<file path="config.mk">
export PLATFORM = sky130hd
export DESIGN_NAME = cborec_top
export DESIGN_NICKNAME = d
export VERILOG_FILES = /design/src/hw/cborec_pkg.sv /design/src/hw/cborec_top.sv /design/src/hw/cborec_run_counter.sv
export SDC_FILE = /design/constraint.sdc
export NUM_CORES = 1
export LEC_CHECK = 0
export ABC_AREA = 1
export BUFFER_PORTS_ARGS = -buffer_cell sky130_fd_sc_hd__buf_4
export CAP_MARGIN = 30
export CELL_PAD_IN_SITES_DETAIL_PLACEMENT = 1
export CELL_PAD_IN_SITES_GLOBAL_PLACEMENT = 1
export CORE_ASPECT_RATIO = 0.8
export CORE_MARGIN = 3
export CORE_UTILIZATION = 39
export CTS_CLUSTER_SIZE = 30
export DETAILED_ROUTE_END_ITERATION = 7
export PLACE_DENSITY_LB_ADDON = 0.1
export SLEW_MARGIN = 20
export SYNTH_ARGS = -nofsm -noshare
export SYNTH_HDL_FRONTEND = slang
export SYNTH_HIERARCHICAL = 1
export SYNTH_SLANG_ARGS = --single-unit
</file>
<file path="constraint.sdc">
create_clock -name clk_sys_in -period 1.95 [get_ports clk_sys_in]
set_input_delay 0 -clock clk_sys_in [delete_from_list [all_inputs] [get_ports clk_sys_in]]
set_output_delay 0 -clock clk_sys_in [all_outputs]
set_load 0.01 [all_outputs]
</file>
<file path="src/hw/cborec_pkg.sv">
package cborec_pkg;

  // Recessive bits that make up one idle sequence.
  localparam int unsigned RECESSIVE_RUN_LEN = 11;
  // Idle sequences needed before bus-off may end.
  localparam int unsigned SEQUENCE_TARGET   = 128;
  // Reset value of the mode bit: automatic recovery.
  localparam logic        MODE_RESET        = 1'b0;
  // Reset value of the hold bit.
  localparam logic        HOLD_RESET        = 1'b0;

  // Recovery controller states.
  typedef enum logic [1:0] {
    CBOREC_ACTIVE  = 2'b00,
    CBOREC_BUS_OFF = 2'b01,
    CBOREC_WAIT    = 2'b10
  } cborec_state_t;

endpackage : cborec_pkg

</file>
<file path="src/hw/cborec_top.sv">
`timescale 1ns/1ps
`default_nettype none
// Bus-off recovery control: decides when a bus-off node may go error active.
// The block sees the sampled bus bits of the wider controller as strobes.
// Each strobe carries one bit value, recessive or dominant.
// A run of recessive bits is counted in a small counter module.
// Each completed run counts as one idle sequence on the bus.
// Once enough sequences are seen, the count is marked as done.
// In automatic mode a done count ends bus-off at once.
// In request mode the hold bit must also be clear.
// The hold bit is written by software through set and clear pulses.
// A clear that comes before the count is done is kept in the hold bit.
// A count that is done first waits in its own state for that clear.
// Sleep only stops the strobes; the counts already gathered are kept.
// A fresh entry into bus-off always starts the count from zero.
// Every output leaves a flip-flop, so all of them lag their cause.
module cborec_top #(
  parameter int unsigned RUN_LEN    = cborec_pkg::RECESSIVE_RUN_LEN,
  parameter int unsigned SEQ_TARGET = cborec_pkg::SEQUENCE_TARGET
) (
  input  wire logic clk_sys_in,
  input  wire logic rst_n_in,
  input  wire logic recovery_on_request_select_in,
  input  wire logic bus_off_hold_set_in,
  input  wire logic bus_off_hold_clear_in,
  input  wire logic bus_off_enter_in,
  input  wire logic sleep_in,
  input  wire logic bit_strobe_in,
  input  wire logic bit_recessive_in,
  output logic      recovery_on_request_select_out,
  output logic      bus_off_hold_out,
  output logic      bus_off_out,
  output logic      count_done_out,
  output logic      recover_out
);

  // Width of the sequence counter; it must reach the target itself.
  // Any values above the target are never used, as the count saturates.
  localparam int unsigned SW = $clog2(SEQ_TARGET + 1);

  initial begin
    if (SEQ_TARGET < 1) begin
      $error("SEQ_TARGET must be at least one.");
    end
  end

  cborec_pkg::cborec_state_t state_ff;
  cborec_pkg::cborec_state_t nxt_state;
  logic [SW-1:0] seq_cnt_ff;
  logic [SW-1:0] nxt_seq_cnt;
  logic          mode_ff;
  logic          hold_ff;
  logic          nxt_hold;
  logic          done_ff;
  logic          nxt_done;
  logic          recover_ff;
  logic          nxt_recover;
  logic          run_done;
  logic          counting;
  logic          run_clear;
  logic          seq_last;
  logic          hold_released;
  logic          leave_now;

  // Sequences are counted only while bus-off; sleep does not reset them.
  // Runs are cleared outside the counting state, so a stale partial run
  // from an earlier bus-off period can never shorten a new recovery.
  // A run that ends in the very cycle of a new entry is dropped as well.
  assign counting  = (state_ff == cborec_pkg::CBOREC_BUS_OFF);
  assign run_clear = bus_off_enter_in || !counting;

  cborec_run_counter #(
    .RUN_LEN          (RUN_LEN)
  ) u_run (
    .clk_sys_in       (clk_sys_in),
    .rst_n_in         (rst_n_in),
    .clear_in         (run_clear),
    .bit_strobe_in    (bit_strobe_in && !sleep_in),
    .bit_recessive_in (bit_recessive_in),
    .run_done_out     (run_done)
  );

  // Sequence count saturates at the target; fresh on each bus-off entry.
  // The done flag is the registered form of the saturated count.
  // It stays high after recovery until the next entry clears it,
  // so software can still see that the last recovery was complete.
  // Entry has priority over a run that completes in the same cycle.
  assign seq_last    = run_done && counting &&
                       (seq_cnt_ff == SW'(SEQ_TARGET - 1));
  assign nxt_seq_cnt = bus_off_enter_in ? '0 :
                       (run_done && counting && !done_ff) ?
                       seq_cnt_ff + SW'(1) : seq_cnt_ff;
  assign nxt_done    = bus_off_enter_in ? 1'b0 :
                       (done_ff || seq_last);

  // Hold: a clear is remembered even before the count is done.
  // Clear wins over set in one cycle, as both come from software.
  // The hold bit has no hardware source, so no set-versus-clear race
  // with a hardware event can occur here.
  assign nxt_hold      = bus_off_hold_clear_in ? 1'b0 :
                         (bus_off_hold_set_in ? 1'b1 : hold_ff);
  assign hold_released = !hold_ff;

  // Automatic mode needs the count only; request mode needs both.
  // The registered hold value is used, so recovery follows a clear one
  // cycle later; a set in the same cycle still blocks the exit.
  // The mode is applied from its register, one cycle after the input.
  assign leave_now = nxt_done &&
                     (!mode_ff || (hold_released && !bus_off_hold_set_in));

  // Recovery state sequencing.
  // Active: normal operation, waiting for an entry pulse.
  // Bus-off: counting sequences toward the target.
  // Wait: count done in request mode, waiting for the hold clear.
  // An entry pulse in any state restarts the bus-off period.
  // The recover pulse is raised only on the step back to active.
  always_comb begin
    nxt_state   = state_ff;
    nxt_recover = 1'b0;
    case (state_ff)
      cborec_pkg::CBOREC_ACTIVE: begin
        if (bus_off_enter_in) begin
          nxt_state = cborec_pkg::CBOREC_BUS_OFF;
        end
      end
      cborec_pkg::CBOREC_BUS_OFF: begin
        if (bus_off_enter_in) begin
          nxt_state = cborec_pkg::CBOREC_BUS_OFF;
        end else if (leave_now) begin
          nxt_state   = cborec_pkg::CBOREC_ACTIVE;
          nxt_recover = 1'b1;
        end else if (nxt_done) begin
          nxt_state = cborec_pkg::CBOREC_WAIT;
        end
      end
      cborec_pkg::CBOREC_WAIT: begin
        if (bus_off_enter_in) begin
          nxt_state = cborec_pkg::CBOREC_BUS_OFF;
        end else if (leave_now) begin
          nxt_state   = cborec_pkg::CBOREC_ACTIVE;
          nxt_recover = 1'b1;
        end
      end
      default: begin
        nxt_state = cborec_pkg::CBOREC_ACTIVE;
      end
    endcase
  end

  // Mode and hold registers; automatic recovery after reset.
  // The mode is a plain level from software and is copied each cycle.
  // A change of mode during bus-off takes effect on the next cycle.
  always_ff @(posedge clk_sys_in) begin
    if (!rst_n_in) begin
      mode_ff <= cborec_pkg::MODE_RESET;
      hold_ff <= cborec_pkg::HOLD_RESET;
    end else begin
      mode_ff <= recovery_on_request_select_in;
      hold_ff <= nxt_hold;
    end
  end

  // State, counter and pulse registers.
  // All of them return to the idle, error-active condition on reset.
  // The recover register holds a one-cycle pulse, never a level.
  always_ff @(posedge clk_sys_in) begin
    if (!rst_n_in) begin
      state_ff   <= cborec_pkg::CBOREC_ACTIVE;
      seq_cnt_ff <= '0;
      done_ff    <= 1'b0;
      recover_ff <= 1'b0;
    end else begin
      state_ff   <= nxt_state;
      seq_cnt_ff <= nxt_seq_cnt;
      done_ff    <= nxt_done;
      recover_ff <= nxt_recover;
    end
  end

  // Outputs straight from flip-flops.
  // Each output is fed from the next-state value of its internal twin,
  // so it matches that twin in the same cycle without extra delay.
  // Bus-off stays high in the wait state, as the node is not yet active.
  // The mode output is a copy of the input, one cycle late.
  // The hold output shows the hold bit as software last wrote it.
  // The done output shows whether this bus-off period is fully counted.
  // The recover output pulses once for each return to error active.
  always_ff @(posedge clk_sys_in) begin
    if (!rst_n_in) begin
      recovery_on_request_select_out <= cborec_pkg::MODE_RESET;
      bus_off_hold_out               <= cborec_pkg::HOLD_RESET;
      bus_off_out                    <= 1'b0;
      count_done_out                 <= 1'b0;
      recover_out                    <= 1'b0;
    end else begin
      recovery_on_request_select_out <= recovery_on_request_select_in;
      bus_off_hold_out               <= nxt_hold;
      bus_off_out <= (nxt_state != cborec_pkg::CBOREC_ACTIVE);
      count_done_out                 <= nxt_done;
      recover_out                    <= nxt_recover;
    end
  end

endmodule : cborec_top
`default_nettype wire

</file>
<file path="src/hw/cborec_run_counter.sv">
`timescale 1ns/1ps
`default_nettype none
// Counts recessive bits and flags each completed run of RUN_LEN bits.
module cborec_run_counter #(
  parameter int unsigned RUN_LEN = cborec_pkg::RECESSIVE_RUN_LEN
) (
  input  wire logic clk_sys_in,
  input  wire logic rst_n_in,
  input  wire logic clear_in,
  input  wire logic bit_strobe_in,
  input  wire logic bit_recessive_in,
  output logic      run_done_out
);

  localparam int unsigned CW = $clog2(RUN_LEN + 1);

  initial begin
    if (RUN_LEN < 1) begin
      $error("RUN_LEN must be at least one.");
    end
  end

  logic [CW-1:0] run_cnt_ff;
  logic [CW-1:0] nxt_run_cnt;
  logic          run_hit;
  logic          nxt_run_done;

  // A dominant bit restarts the run; a full run restarts at zero.
  assign run_hit      = bit_strobe_in && bit_recessive_in &&
                        (run_cnt_ff == CW'(RUN_LEN - 1));
  assign nxt_run_cnt  = (clear_in || (bit_strobe_in && !bit_recessive_in)
                        || run_hit) ? '0 :
                        (bit_strobe_in ? run_cnt_ff + CW'(1) : run_cnt_ff);
  assign nxt_run_done = run_hit && !clear_in;

  // Run length register and its one-cycle completion pulse.
  always_ff @(posedge clk_sys_in) begin
    if (!rst_n_in) begin
      run_cnt_ff   <= '0;
      run_done_out <= 1'b0;
    end else begin
      run_cnt_ff   <= nxt_run_cnt;
      run_done_out <= nxt_run_done;
    end
  end

endmodule : cborec_run_counter
`default_nettype wire

</file>
==> flow_metrics.py <==
metrics = {
    "cells_and_area": {
        "drive_above_1_share_pct": 15.53,
        "fin_nets": 178,
        "final_util_pct": 53.11,
        "diodes": 0,
        "final_area_mm2": 0.001206,
        "area_growth_pct": 23.12,
        "num-fill-cells": 311,
        "stdcell_count": 195,
    },
    "clocking": {
        "clock-root-buffer": "clkbuf_4",
        "cts_tree": "built",
        "clock_sinks": 20,
        "cts_buffers": 3,
        "cts_resized": 0,
        "cts.clk_slew.worst_paths_ns": 0.12,
        "cts_max_level": 1,
        "clkLatencyLatePin_ns": 0.30,
        "clock_path_buffers": 2,
    },
    "power_and_ir_drop": {
        "finalPower_uw": 732.4,
        "ir_drop_v": 0.0003633,
        "p_switching_uw": 170.8,
        "seqPwrFrac_pct": 57.1,
        "intPower_uw": 561.6,
        "p_sw_share_pct": 23.32,
        "p_comb_share_pct": 9.2,
        "p_leak_nw": 0.5332,
        "power.share.clock_pct": 33.7,
        "p_per_area_mw_per_mm2": 607.2,
    },
    "grt": {
        "antenna_found_initial": 0,
        "grt_overflow": 0,
        "grt_max_degree": 12,
        "grt_pass1_vias": 969,
        "track_usage_pct": 17.85,
        "grt_pass1_wl_um": 4202,
    },
    "sta": {
        "max_slew_margin_pct": 65.35,
        "worst_pin_slew_ns": 0.5179,
        "hold_viol": 0,
        "max_freq_mhz": 599.9,
        "drv_slew": 0,
        "holdWs_ns": 0.06986,
        "fin_ws_ns": 0.2831,
        "grt_setup_unrepaired": "false",
        "final.min_clock_period_ns": 1.667,
        "finalClockSkew_ns": 0.003410,
        "tns_ns": 0,
        "finalCritPeriodShare_pct": 85.48,
        "setup_viol": 0,
    },
    "worst_setup_path": {
        "crit_chain": "inv_1, ha_1, nand2_2, nor2_1, nand2_1, nand2_2, nand3_2, nand2_1, nand2_1, nand2_1, nand2_1, nand2_1, nand2_1",
        "slowest_stage": "dfxtp_1",
        "end_kind": "flop",
        "reg2reg_slack_ns": 0.28,
        "crit_top_cell": "nand2_1",
        "cp.required_ns": 2.16,
        "path_max_fanout": 4,
        "critPathKind": "flop to flop",
        "cp.arrival_ns": 1.88,
        "start_kind": "flop",
        "cp_slowest_stage_delay_ns": 0.34,
    },
    "floorplanning": {
        "die_y_um": 50.83,
        "ioPinCount": 14,
        "rows": 15,
        "initial_core_util_pct": 43.14,
        "core_region_area_mm2": 0.002271,
        "die-area_mm2": 0.003153,
        "dieWidth_um": 62.04,
    },
    "drt": {
        "wl_per_cell_um": 11.83,
        "num_vias": 926,
        "viasPerCell": 4.749,
        "final_antenna_net_count": 0,
        "drc_errors": 0,
        "drtIter0Drc": 36,
        "drt_first_pass_iters": 2,
        "wirelength_um": 2307,
    },
    "status": {
        "status": "complete, no violations",
    },
    "synth": {
        "synth-warning-count": 6,
        "syn_inst": 139,
        "synth_fp_nets": 155,
        "synth-seq-area-share_pct": 40.87,
        "syn_avg_cell_area_um2": 7.048,
        "syn_area_um2": 979.7,
        "synth_cell_types": 18,
        "ys_ff_latch": 20,
    },
    "placed_design": {
        "dpl.cell_count": 186,
        "gp_congestion": 0.7886,
        "dpl.hpwl_um": 1755,
        "pre_cts_slack_ns": 0.3349,
        "io_buffers": 13,
        "placed_cell_area_mm2": 0.001120,
    },
    "flow_run": {
        "drv_cap": 0,
    },
    "hold_path": {
        "min_path_type": "input port to flop",
    },
}
[critical path, delay by kind of cell, from the launching register on]
family | cells | cell delay [ns]
adder cells (fa/ha/maj) | 1 | 0.26
buffers and inverters | 1 | 0.12
flip-flops | 1 | 0.34
AND/OR/NAND/NOR | 11 | 0.84
[cells in the final DEF, fill, tap and decap left out]
cell type and count:
dlygate4sd3_1 5, ha_1 7, nor2_2 1, buf_4 13, a21oi_2 1, nor2_1 20
nand2_2 3, nand4_1 2, dfxtp_1 20, a21oi_1 10, nand2_1 31, nor2_4 1
or2_0 2, inv_1 23, nand3_1 6, nand3_2 1, nor3_1 1, o21ai_1 2
inv_2 1, clkbuf_4 3, o21ai_0 7, clkbuf_8 1
[area by class of cell]
type,count,area [um2],share of cell area [%]
Timing Repair Buffer,18,147.6,12.24
Tap cell,34,42.54,3.527
Multi-Input combinational cell,95,489.2,40.56
Inverter,24,90.09,7.469
Clock buffer,4,36.28,3.008
Sequential cell,20,400.4,33.19
[synth_stat cells]
master	n	area (um2)
nand3_1	6	30.03
o21ai_1	2	10.01
inv_2	1	3.750
dfxtp_1	20	400.4
or2_0	2	12.51
ha_1	7	87.58
nand2_1	31	116.4
a21oi_1	10	50.05
inv_1	23	86.33
a21oi_2	1	8.760
nand4_1	2	12.51
nand2_2	3	18.77
nor2_2	1	6.260
nand3_2	1	10.01
o21ai_0	7	35.03
nor3_1	1	5.000
nor2_4	1	11.26
nor2_1	20	75.07
[path summary, 6_finish.rpt]
| check | cells after the start | to | startpoint |
|---|---|---|---|
| worst min-delay path | 4 | recover_out | bus_off_enter_in |
| worst max-delay path | 13 | bus_off_out | state_ff[1] |
| worst min register to register | 2 | seq_cnt_ff[7] | seq_cnt_ff[7] |
| worst max register to register | 13 | bus_off_out | state_ff[1] |
[registers in the layout, summed over array words and instances, names as in the netlist]
signal and flops:
recover_out 1, seq_cnt_ff 8, bus_off_hold_out 1, u_run/run_cnt_ff 4, recovery_on_request_select_out 1, state_ff 2, bus_off_out 1, u_run/run_done_out 1
count_done_out 1
[layer usage]
layer / wire [um] / vias up / track usage (%)
met4: 13 / 0 / 2.120
met3: 82 / 2 / 5.303
met2: 1097 / 13 / 29.31
met5: 0 / - / 0
li1: - / 478 / -
met1: 1113 / 433 / 23.49
[logic make-up after synthesis]
| family | count (synthesis) | synth area share [%] |
|---|---|---|
| DFF | 20 | 40.87 |
| AOI/OAI and AO/OA | 20 | 10.60 |
| and+or+nand+nor | 68 | 30.40 |
| buffers and inverters | 24 | 9.195 |
| adders and majority gates | 7 | 8.940 |
[repair_timing]
item                                    CTS  global route
endpoints found under the setup margin    0             0
hold buffers                              5             0
buffers inserted                          0             0
hold endpoints to repair                  4             0
[power groups by stage]
stage                     logic (mW)  clock network (mW)  registers [mW]
after global routing          0.0778               0.272           0.419
after detailed placement      0.0602                   0           0.427
after global placement        0.0578                   0           0.427
after floorplan               0.0292                   0           0.429
after CTS                     0.0678               0.252           0.418
final                         0.0675               0.246           0.418
(Power assumes the default switching activity.)
